==> config.mk <==
export PLATFORM = sky130hd
export DESIGN_NAME = pdf_deck_ctrl
export DESIGN_NICKNAME = d
export VERILOG_FILES = /design/src/hw/pdf_pkg.sv /design/src/hw/pdf_size_dec.sv /design/src/hw/pdf_lifter.sv /design/src/hw/pdf_deck_ctrl.sv
export SDC_FILE = /design/constraint.sdc
export NUM_CORES = 1
export LEC_CHECK = 0
export BUFFER_PORTS_ARGS = -buffer_cell sky130_fd_sc_hd__buf_2
export CORE_MARGIN = 3
export CORE_UTILIZATION = 42
export DETAILED_ROUTE_END_ITERATION = 8
export GPL_ROUTABILITY_DRIVEN = 0
export PLACE_DENSITY = 0.58
export SLEW_MARGIN = 10
export SYNTH_ARGS = -nofsm -noshare
export SYNTH_HDL_FRONTEND = slang
export SYNTH_SLANG_ARGS = --single-unit
==> constraint.sdc <==
create_clock -name i_clk -period 3.13 [get_ports i_clk]
set_clock_uncertainty 0.1 [all_clocks]
set_input_delay 0.313 -clock i_clk [delete_from_list [all_inputs] [get_ports i_clk]]
set_output_delay 0.313 -clock i_clk [all_outputs]
set_load 0.01 [all_outputs]
==> src/hw/pdf_pkg.sv <==
// constants shared by the paper deck feed controller
package pdf_pkg;
    // register byte offsets on the plain port
    localparam logic [7:0] REG_PICK = 8'h00;
    localparam logic [7:0] REG_STATUS = 8'h04;
    localparam logic [7:0] REG_MASK = 8'h08;
    localparam logic [7:0] REG_SIZE = 8'h0C;
    localparam logic [7:0] REG_INFO = 8'h10;
    // sticky status bits, write one to clear
    localparam int ST_NOPICK1 = 0;
    localparam int ST_NOPICK2 = 1;
    localparam int ST_RESID = 2;
    localparam int ST_DOOR = 3;
    localparam int ST_LIFT = 4;
    localparam int ST_ABSENT = 7;
    localparam int ST_W = 8;
    // info register fields
    localparam int INFO_JAMCAS = 0;
    localparam int INFO_BUSY = 2;
    localparam int INFO_DOOR = 3;
    localparam int INFO_PAPER = 4;
    // synchronised pin vector layout
    localparam int PN_DOOR = 0;
    localparam int PN_FEED = 1;
    localparam int PN_SURF = 4;
    localparam int PN_MOUT = 7;
    localparam int PN_END = 10;
    localparam int PN_WID = 19;
    localparam int PN_W = 28;
    // mask reset value, delivery settle count
    localparam logic [7:0] MASK_RST = 8'h00;
    localparam logic [31:0] SYNC_SETTLE = 32'h0000_0004;
    // media size codes as reported to the engine
    typedef enum logic [3:0] {
        SZ_UNKNOWN = 4'h0,
        SZ_EXEC = 4'h1,
        SZ_LETTER = 4'h2,
        SZ_A5 = 4'h3,
        SZ_B5 = 4'h4,
        SZ_A4 = 4'h5,
        SZ_LEDGER = 4'h6,
        SZ_LEGAL = 4'h7,
        SZ_B4 = 4'h8,
        SZ_A3 = 4'h9,
        SZ_UNIV = 4'hA,
        SZ_ABSENT = 4'hF
    } pdf_size_type;
    // timing, plain defaults in milliseconds
    localparam int unsigned CLK_HZ = 100_000_000;
    localparam int unsigned LIFT_TMO_MS = 5000;
    localparam int unsigned PICK_TMO_MS = 500;
    localparam int unsigned PASS_TMO_MS = 500;
    localparam int unsigned DELIV_MS = 3000;
    localparam int unsigned LIFT_TMO_CYC = LIFT_TMO_MS * (CLK_HZ / 1000);
    localparam int unsigned PICK_TMO_CYC = PICK_TMO_MS * (CLK_HZ / 1000);
    localparam int unsigned PASS_TMO_CYC = PASS_TMO_MS * (CLK_HZ / 1000);
    localparam int unsigned DELIV_CYC = DELIV_MS * (CLK_HZ / 1000);
    localparam logic [3:0] PICK_RETRIES = 4'h1;
endpackage

==> src/hw/pdf_size_dec.sv <==
// media size and presence decoder for one cassette
`timescale 1ns/1ps
`default_nettype none
module pdf_size_dec
    import pdf_pkg::*;
(
    // switches, bit 2 top, bit 0 bottom, 1 = on
    input wire logic [2:0] i_end,
    input wire logic [2:0] i_width,
    // decoded size
    output var pdf_size_type o_size
);
    // pure decode, the caller registers it
    always_comb begin
        unique case ({i_end, i_width})
            6'h3B: o_size = SZ_EXEC;
            6'h39: o_size = SZ_LETTER;
            // rotated A4 and Letter land here too
            6'h3E: o_size = SZ_A5;
            6'h3A: o_size = SZ_B5;
            6'h38: o_size = SZ_A4;
            6'h09: o_size = SZ_LEDGER;
            6'h0E: o_size = SZ_LEGAL;
            6'h0A: o_size = SZ_B4;
            6'h08: o_size = SZ_A3;
            6'h1E: o_size = SZ_UNIV;
            6'h00: o_size = SZ_ABSENT;
            default: o_size = SZ_UNKNOWN;
        endcase
    end
endmodule
`default_nettype wire

==> src/hw/pdf_lifter.sv <==
// stack lifter control for one cassette
`timescale 1ns/1ps
`default_nettype none
module pdf_lifter
    import pdf_pkg::*;
#(
    parameter int unsigned TMO_CYC = LIFT_TMO_CYC
)
(
    // clock and reset
    input wire logic i_clk,
    input wire logic i_rstn,
    // cassette sensing
    input wire logic i_present,
    input wire logic i_trigger,
    input wire logic i_surface,
    // motor drive and fault pulse
    output logic o_motor,
    output logic o_fail
);
    typedef enum logic [2:0] {
        LF_IDLE = 3'h1,
        LF_LIFT = 3'h2,
        LF_FAIL = 3'h4
    } pdf_lift_type;
    typedef struct packed {
        pdf_lift_type st;
        logic [31:0] cnt;
        logic motor;
        logic fail;
    } pdf_lstate_type;
    localparam pdf_lstate_type L_RST = '{st: LF_IDLE, default: '0};
    pdf_lstate_type s;
    pdf_lstate_type next_s;

    // lift sequencing
    always_comb begin
        next_s = s;
        next_s.fail = 1'b0;
        unique case (s.st)
            LF_IDLE: begin
                if (i_present && !i_surface) begin
                    next_s.st = LF_LIFT;
                    next_s.cnt = 32'h0;
                    next_s.motor = 1'b1;
                end
            end
            LF_LIFT: begin
                next_s.cnt = s.cnt + 32'h1;
                if (!i_present || i_surface) begin
                    next_s.st = LF_IDLE;
                    next_s.motor = 1'b0;
                end else if (s.cnt >= TMO_CYC - 1) begin
                    next_s.st = LF_FAIL;
                    next_s.motor = 1'b0;
                    next_s.fail = 1'b1;
                end
            end
            LF_FAIL: begin
                // motor stays off until reinstalled, avoids grinding a jammed lifter
                if (i_trigger || !i_present) begin
                    next_s.st = LF_IDLE;
                end
            end
            default: next_s = L_RST;
        endcase
    end

    always_ff @(posedge i_clk or negedge i_rstn) begin
        if (!i_rstn) begin
            s <= L_RST;
        end else begin
            s <= next_s;
        end
    end

    assign o_motor = s.motor;
    assign o_fail = s.fail;
endmodule
`default_nettype wire

==> src/hw/pdf_deck_ctrl.sv <==
// paper deck feed controller: size, lift, pickup, jams, registers
//
// How it works
// - three cassettes, same pickup sequence, one sheet per request
// - full-length end switches: width code picks letter-class sizes
// - end pattern off, off, on: width code picks large sizes
// - width on, on, off with end off, on, on is universal
// - all six switches off means absent, flagged to the engine
// - rotated A4 or Letter reads and reports as A5
// - lift at power-on, cassette install and stack drop
// - media-out sensor tells whether a cassette holds paper
// - lifter runs until stack seen, restarts when stack lowers
// - stack not seen in time after lift start is lifter failure
// - three feed sensors give paper presence and leading edges
// - upper sensor late after lower sensor edge: no-pick jam 1
// - own feed sensor late after solenoid, with retry: no-pick jam 2
// - paper still seen after automatic delivery: residual jam
// - door opened during feed: door-open jam
// - after power-on or door close, leftover paper is delivered out
//
// Design decisions made here: the register addresses and the plain strobed port.
`timescale 1ns/1ps
`default_nettype none
module pdf_deck_ctrl
    import pdf_pkg::*;
#(
    parameter int unsigned LIFT_CYC = LIFT_TMO_CYC,
    parameter int unsigned PICK_CYC = PICK_TMO_CYC,
    parameter int unsigned PASS_CYC = PASS_TMO_CYC,
    parameter int unsigned DELV_CYC = DELIV_CYC,
    parameter logic [3:0] RETRIES = PICK_RETRIES
)
(
    // clock and reset
    input wire logic i_clk,
    input wire logic i_rstn,
    // register port
    input wire logic [7:0] i_addr,
    input wire logic [31:0] i_wdata,
    input wire logic i_wr,
    input wire logic i_rd,
    output logic [31:0] o_rdata,
    output logic o_irq,
    // deck door, high while open
    input wire logic i_deck_door_open_switch,
    // cassette 1 sensing
    input wire logic i_cas1_feed_sensor,
    input wire logic i_cas1_surface_sensor,
    input wire logic i_cas1_media_out_sensor,
    input wire logic [2:0] i_cas1_end_switch,
    input wire logic [2:0] i_cas1_width_switch,
    // cassette 2 sensing
    input wire logic i_cas2_feed_sensor,
    input wire logic i_cas2_surface_sensor,
    input wire logic i_cas2_media_out_sensor,
    input wire logic [2:0] i_cas2_end_switch,
    input wire logic [2:0] i_cas2_width_switch,
    // cassette 3 sensing
    input wire logic i_cas3_feed_sensor,
    input wire logic i_cas3_surface_sensor,
    input wire logic i_cas3_media_out_sensor,
    input wire logic [2:0] i_cas3_end_switch,
    input wire logic [2:0] i_cas3_width_switch,
    // drives
    output logic o_cas1_pickup_motor,
    output logic o_cas1_lifter_motor,
    output logic o_cas1_pickup_solenoid,
    output logic o_cas2_pickup_motor,
    output logic o_cas2_lifter_motor,
    output logic o_cas2_pickup_solenoid,
    output logic o_cas3_pickup_motor,
    output logic o_cas3_lifter_motor,
    output logic o_cas3_pickup_solenoid
);
    typedef enum logic [4:0] {
        MS_IDLE = 5'h01,
        MS_DELIV = 5'h02,
        MS_PICK = 5'h04,
        MS_PASS = 5'h08,
        MS_HOLD = 5'h10
    } pdf_main_type;
    typedef struct packed {
        logic [PN_W-1:0] sync1;
        logic [PN_W-1:0] sync2;
        pdf_main_type st;
        logic [1:0] cas;
        logic [1:0] pos;
        logic [31:0] cnt;
        logic [3:0] tries;
        logic [2:0] feed_d;
        logic [2:0] pres_d;
        logic [2:0] trig;
        logic por;
        logic [11:0] sizes;
        logic [ST_W-1:0] status;
        logic [ST_W-1:0] mask;
        logic [1:0] jam_cas;
        logic [31:0] rdata;
        logic irq;
        logic [2:0] pmotor;
        logic [2:0] sol;
    } pdf_state_type;
    localparam pdf_state_type S_RST = '{st: MS_IDLE, por: 1'b1, sizes: {3{SZ_ABSENT}},
                                        mask: MASK_RST, default: '0};

    pdf_state_type s;
    pdf_state_type next_s;
    logic [PN_W-1:0] pins;
    logic door;
    logic [2:0] feed;
    logic [2:0] surf;
    logic [2:0] mout;
    logic [2:0] present;
    logic [2:0] paper;
    logic [2:0] edge_f;
    logic [2:0] lmotor;
    logic [2:0] lfail;
    logic [ST_W-1:0] ev;
    logic [ST_W-1:0] clr;
    logic [1:0] sel;
    logic pick_ok;
    logic [31:0] info;
    pdf_size_type dec_size [3];

    // one-hot of a cassette index
    function automatic logic [2:0] cas_bit(input logic [1:0] c);
        return 3'h1 << c;
    endfunction
    // feed rollers from a cassette up to the printer
    function automatic logic [2:0] cas_upto(input logic [1:0] c);
        return cas_bit(c) | (cas_bit(c) - 3'h1);
    endfunction

    // raw pins, synchronised in the state below
    assign pins = {i_cas3_width_switch, i_cas2_width_switch, i_cas1_width_switch,
                   i_cas3_end_switch, i_cas2_end_switch, i_cas1_end_switch,
                   i_cas3_media_out_sensor, i_cas2_media_out_sensor, i_cas1_media_out_sensor,
                   i_cas3_surface_sensor, i_cas2_surface_sensor, i_cas1_surface_sensor,
                   i_cas3_feed_sensor, i_cas2_feed_sensor, i_cas1_feed_sensor,
                   i_deck_door_open_switch};
    // views of the second synchroniser stage only
    assign door = s.sync2[PN_DOOR];
    assign feed = s.sync2[PN_FEED +: 3];
    assign surf = s.sync2[PN_SURF +: 3];
    assign mout = s.sync2[PN_MOUT +: 3];

    // per-cassette decoder and lifter
    for (genvar g = 0; g < 3; g++) begin : g_cas
        pdf_size_dec u_dec (
            .i_end(s.sync2[PN_END + 3 * g +: 3]),
            .i_width(s.sync2[PN_WID + 3 * g +: 3]),
            .o_size(dec_size[g])
        );
        assign present[g] = s.sizes[4 * g +: 4] != SZ_ABSENT;
        assign paper[g] = present[g] && !mout[g];
        pdf_lifter #(.TMO_CYC(LIFT_CYC)) u_lift (
            .i_clk(i_clk),
            .i_rstn(i_rstn),
            .i_present(present[g]),
            .i_trigger(s.trig[g]),
            .i_surface(surf[g]),
            .o_motor(lmotor[g]),
            .o_fail(lfail[g])
        );
    end

    assign edge_f = feed & ~s.feed_d;
    assign clr = (i_wr && i_addr == REG_STATUS) ? i_wdata[ST_W-1:0] : 8'h00;
    assign sel = i_wdata[1:0] - 2'h1;
    // request taken only with paper in the chosen cassette
    assign pick_ok = i_wr && i_addr == REG_PICK && i_wdata[1:0] != 2'h0 && paper[sel];

    // next-state for the whole deck
    always_comb begin
        next_s = s;
        ev = '0;
        info = 32'h0;
        next_s.sync1 = pins;
        next_s.sync2 = s.sync1;
        next_s.feed_d = feed;
        next_s.pres_d = present;
        next_s.por = 1'b0;
        for (int i = 0; i < 3; i++) begin
            next_s.sizes[4 * i +: 4] = dec_size[i];
        end
        next_s.trig = present & ~s.pres_d;
        ev[ST_ABSENT] = |(s.pres_d & ~present);
        ev[ST_LIFT +: 3] = lfail;
        if (door && (s.st == MS_PICK || s.st == MS_PASS || s.st == MS_DELIV)) begin
            ev[ST_DOOR] = 1'b1;
            next_s.jam_cas = s.st == MS_DELIV ? 2'h0 : s.cas + 2'h1;
            next_s.st = MS_HOLD;
            next_s.pmotor = 3'h0;
            next_s.sol = 3'h0;
        end else begin
            unique case (s.st)
                MS_IDLE: begin
                    if (door) begin
                        next_s.st = MS_HOLD;
                    end else if (s.por) begin
                        next_s.st = MS_DELIV;
                        next_s.cnt = 32'h0;
                    end else if (pick_ok) begin
                        next_s.st = MS_PICK;
                        next_s.cas = sel;
                        next_s.cnt = 32'h0;
                        next_s.tries = 4'h0;
                        next_s.sol = cas_bit(sel);
                        next_s.pmotor = cas_upto(sel);
                    end
                end
                MS_DELIV: begin
                    next_s.cnt = s.cnt + 32'h1;
                    if (s.cnt < SYNC_SETTLE) begin
                        // wait for synchronisers to fill after reset
                        next_s.pmotor = 3'h0;
                    end else if (feed == 3'h0) begin
                        next_s.st = MS_IDLE;
                        next_s.pmotor = 3'h0;
                    end else if (s.cnt >= DELV_CYC - 1) begin
                        ev[ST_RESID] = 1'b1;
                        next_s.jam_cas = 2'h0;
                        next_s.st = MS_IDLE;
                        next_s.pmotor = 3'h0;
                    end else begin
                        next_s.pmotor = 3'h7;
                    end
                end
                MS_PICK: begin
                    next_s.cnt = s.cnt + 32'h1;
                    if (edge_f[s.cas]) begin
                        next_s.st = MS_PASS;
                        next_s.pos = s.cas;
                        next_s.cnt = 32'h0;
                        next_s.sol = 3'h0;
                    end else if (s.cnt >= PICK_CYC - 1) begin
                        if (s.tries < RETRIES) begin
                            next_s.tries = s.tries + 4'h1;
                            next_s.cnt = 32'h0;
                        end else begin
                            ev[ST_NOPICK2] = 1'b1;
                            next_s.jam_cas = s.cas + 2'h1;
                            next_s.st = MS_IDLE;
                            next_s.pmotor = 3'h0;
                            next_s.sol = 3'h0;
                        end
                    end
                end
                MS_PASS: begin
                    next_s.cnt = s.cnt + 32'h1;
                    if (s.pos == 2'h0) begin
                        // sheet at the top sensor, printer takes it over
                        next_s.st = MS_IDLE;
                        next_s.pmotor = 3'h0;
                    end else if (edge_f[s.pos - 2'h1]) begin
                        next_s.pos = s.pos - 2'h1;
                        next_s.cnt = 32'h0;
                    end else if (s.cnt >= PASS_CYC - 1) begin
                        ev[ST_NOPICK1] = 1'b1;
                        next_s.jam_cas = s.pos;
                        next_s.st = MS_IDLE;
                        next_s.pmotor = 3'h0;
                    end
                end
                MS_HOLD: begin
                    next_s.pmotor = 3'h0;
                    next_s.sol = 3'h0;
                    if (!door) begin
                        next_s.st = MS_DELIV;
                        next_s.cnt = 32'h0;
                    end
                end
                default: next_s.st = MS_IDLE;
            endcase
        end
        // mask register and read port
        if (i_wr && i_addr == REG_MASK) begin
            next_s.mask = i_wdata[ST_W-1:0];
        end
        next_s.status = (s.status & ~clr) | ev;
        next_s.irq = |(s.status & s.mask);
        info[INFO_JAMCAS +: 2] = s.jam_cas;
        info[INFO_BUSY] = s.st != MS_IDLE;
        info[INFO_DOOR] = door;
        info[INFO_PAPER +: 3] = paper;
        next_s.rdata = 32'h0;
        if (i_rd) begin
            case (i_addr)
                REG_STATUS: next_s.rdata = {24'h0, s.status};
                REG_MASK: next_s.rdata = {24'h0, s.mask};
                REG_SIZE: next_s.rdata = {20'h0, s.sizes};
                REG_INFO: next_s.rdata = info;
                default: next_s.rdata = 32'h0;
            endcase
        end
    end

    always_ff @(posedge i_clk or negedge i_rstn) begin
        if (!i_rstn) begin
            s <= S_RST;
        end else begin
            s <= next_s;
        end
    end

    // outputs straight from state
    assign o_rdata = s.rdata;
    assign o_irq = s.irq;
    assign o_cas1_pickup_motor = s.pmotor[0];
    assign o_cas2_pickup_motor = s.pmotor[1];
    assign o_cas3_pickup_motor = s.pmotor[2];
    assign o_cas1_pickup_solenoid = s.sol[0];
    assign o_cas2_pickup_solenoid = s.sol[1];
    assign o_cas3_pickup_solenoid = s.sol[2];
    assign o_cas1_lifter_motor = lmotor[0];
    assign o_cas2_lifter_motor = lmotor[1];
    assign o_cas3_lifter_motor = lmotor[2];
endmodule
`default_nettype wire

==> flow_summary.yaml <==
logic_synthesis:
  synth-edff-count: 0
  yosysUniqueCellTypes: 79
  ys_warn_count: 0
  mappedNetlistArea_um2: 13400
  syn_avg_cell_area_um2: 9.58
  synthFlopType: "dfrtp_1"
  ys_seq_area_frac: 0.509
  synthCells: 1394
  synthArstFlopShare: 1.00
  synth-seq-cells: 271
power:
  power_leakage_nw: 6.80
  ir_drop_mv: 0.440
  power_density_nw_per_um2: 545
  total_power_w: 0.00850
place:
  dp_hpwl_mm: 20.5
  pre_cts_slack_ns: 0.0191
  placed_cell_area_um2: 14200
  portBuffers: 69
layout:
  postLayoutCellArea_um2: 15600
  nets: 1592
  fillers: 2824
  antennaDiodeCount: 0
  drive_gt1_frac: 0.142
  syn_to_final_growth_pct: 16.7
route:
  via_per_inst: 5.43
  wl_per_cell_um: 15.7
  route.antenna.remaining_nets: 0
  first_iter_violations: 699
  via_count: 10500
  routed_wl_mm: 30.4
  drc_errors: 0
  firstDrtPassIters: 8
setup_path:
  setup.worst_path.start_class: "flip-flop"
  required_ns: 3.50
  path_cells: "or3_1, or4_4, a211oi_2, a211oi_2, o21a_4, buf_4, or4_1, o21ai_0"
  crit_path_start: "s[113]$_DFFE_PN0P_"
  crit_fanout: 14
  worstSetupPathType: "reg -> reg"
  cpPeakStageDelay_ns: 0.47
  r2r_start: "s[113]$_DFFE_PN0P_"
  arrival_ns: 3.35
  reg2reg_depth: 8
  critPathSlowestCell: "or4_1"
  worstSetupEndpointType: "flip-flop"
  crit_top_cell: "a211oi_2"
timing:
  fin_tns_setup_ns: 0
  rsz0062_at_grt: "false"
  finalSetupViolCount: 0
  final.min_clock_period_ns: 2.98
  fin_ws_ns: 0.154
  hold_violations: 0
  max_clock_freq_mhz: 336
  timing.final.max_slew_violations: 0
  fin_crit_sh: 0.951
  tightest_slew_ns: 0.737
  relSlewSlack: 0.509
die:
  die_h_um: 184
  start_util: 0.431
  fp.dieW_um: 184
  rows: 64
  dieArea_um2: 34000
  core_area_um2: 31000
  io_pins: 114
clock_network:
  cts_max_path_buffers: 3
  insertion_delay_ns: 0.57
  cts_tree: "built"
  cts_root_buf: "clkbuf_16"
  cts.clk_slew.worst_paths_ns: 0.06
  clock-sinks: 271
  ctsHtreeMaxLevel: 1
  cts_buffers: 31
grt:
  grt_pass1_vias: 10200
  grtUsageMet3: 0.0270
  grt_max_degree: 89
  grt_first_pass_wirelength_mm: 51.5
  gr-usage-met1: 0.263
  met2_usage: 0.287
  grt-busiest-layer: "met2"
  track_usage: 0.181
  grt_overflow: 0
  antenna_found_initial: 0
outcome:
  outcome: "finished, final reports clean"
flow_run:
  max-cap-violations: 0
min_path:
  hp-class: "in -> reg"
  hp-start: "i_rd"
  min_delay_path_depth: 3
## timing repair
item,in CTS,in global routing
setup buffers,0,0
hold buffers,41,0
gates resized for setup,0,4
endpoints found under the setup margin,0,14
endpoints found under the hold margin,123,0
## cells in the final DEF (no fill, tap or decap), types with 10 or more instances in the layout
master,instances
dfrtp_1,254
nor2_1,158
nand2_1,131
o21ai_0,105
buf_2,68
nand3_1,63
xor2_1,54
a21oi_1,53
nor3_1,47
dlygate4sd3_1,41
buf_4,38
inv_1,37
nand4_1,31
clkbuf_16,31
and3_1,26
nor2b_1,21
nor4_1,21
conb_1,21
mux2_2,20
dfstp_2,17
a22o_1,16
xnor2_1,15
a31oi_1,15
or3_1,14
and2_1,14
nand2b_1,13
ha_1,12
clkbuf_1,12
a21o_1,11
a22oi_1,10
## Yosys cell counts (6+ instances only)
library cell / instances / area [µm²]
nand2b_1: 13 / 81.3
ha_1: 12 / 150
a22oi_1: 10 / 75.1
clkbuf_1: 48 / 180
dfrtp_1: 254 / 6360
dfstp_2: 17 / 447
o21ai_0: 105 / 526
buf_4: 33 / 248
buf_2: 7 / 35.0
nor2_1: 159 / 597
and3_1: 26 / 163
or4_1: 9 / 67.6
nand2_1: 132 / 495
and2_1: 14 / 87.6
xnor2_1: 15 / 131
mux2_2: 20 / 225
and4_1: 9 / 78.8
inv_1: 37 / 139
a21oi_1: 54 / 270
o22ai_1: 8 / 50.1
nand3_1: 63 / 315
nor2b_1: 21 / 131
nand4_1: 31 / 194
nor3_1: 47 / 235
mux2i_1: 6 / 60.1
o211ai_1: 6 / 45.0
a22o_1: 16 / 140
a31oi_1: 15 / 93.8
or3_1: 14 / 87.6
o41ai_1: 8 / 70.1
a21o_1: 11 / 82.6
nor4_1: 21 / 131
xor2_1: 54 / 473
o31ai_1: 7 / 52.6
## layer usage
metal | part of all wire | vias to the layer above
met1 | 0.49 | 5073
met2 | 0.45 | 188
met3 | 0.037 | 43
met5 | 0 | -
met4 | 0.022 | 0
li1 | - | 5176
## sequential cells by signal, indices dropped and copies added, names as in the netlist, 3 cells and up
signal                cells
g_cas.u_lift.o_fail       3
s                       104
mout                      3
g_cas.u_lift.s          105
o_rdata                  12
feed                      3
next_s                   28
g_cas.u_lift.o_motor      3
## final cells by class
type	instances	area [µm²]	share of cell area
clock buffer	52	945	0.0606
tap	396	495	0.0318
multi-input combinational	1015	6030	0.387
sequential	271	6800	0.436
timing repair buffer	152	1130	0.0726
clock inverter	6	45.0	0.00289
inverter	37	139	0.00891
## cells by family (layout without fill, tap and decap cells)
kind of cell,Yosys count,after routing,synth area share
buf+inv,128,247,0.0466
xor+xnor,69,69,0.0452
fa+ha+maj,12,12,0.0112
other cells,1,21,0.000281
flops,271,271,0.509
compound gates,301,301,0.148
simple gates,586,586,0.218
mux,26,26,0.0214
## path summary, 6_finish.rpt
path,endpoint,slack (ns)
max,s[97]$_DFFE_PN0P_,0.15
min,o_rdata[0]$_DFF_PN0_,0.09
max reg2reg,s[97]$_DFFE_PN0P_,0.15
min reg2reg,s[148]$_DFF_PN0_,0.24
max in group asynchronous,g_cas[0].u_lift.s[12]$_DFFE_PN0P_,1.70
min in group asynchronous,s[123]$_DFFE_PN0P_,0.26
## worst max-delay path: cells and delay by family (launching register included)
kind,cells,cell delay (ns)
flip-flops,1,0.41
AO/OA/AOI/OAI,4,0.83
buffers and inverters,1,0.20
AND/OR/NAND/NOR,3,1.35
## power by group
group	total, W	switching (W)	leakage [nW]	internal, W
combinational	0.00121	0.000710	2.77	0.000496
clock	0.00347	0.00142	0.490	0.00205
sequential	0.00382	0.000160	3.53	0.00366
## per-stage QoR
step                utilization  hold slack (ns)  cells
floorplan                     -          -0.0826   1414
global placement          0.457            0.233   1830
detailed placement        0.457            0.235   1830
CTS                       0.502           0.0666   1929
global route              0.503           0.0726   1929
finish                    0.503           0.0901   1929
Power figures use the tool's default switching activity.
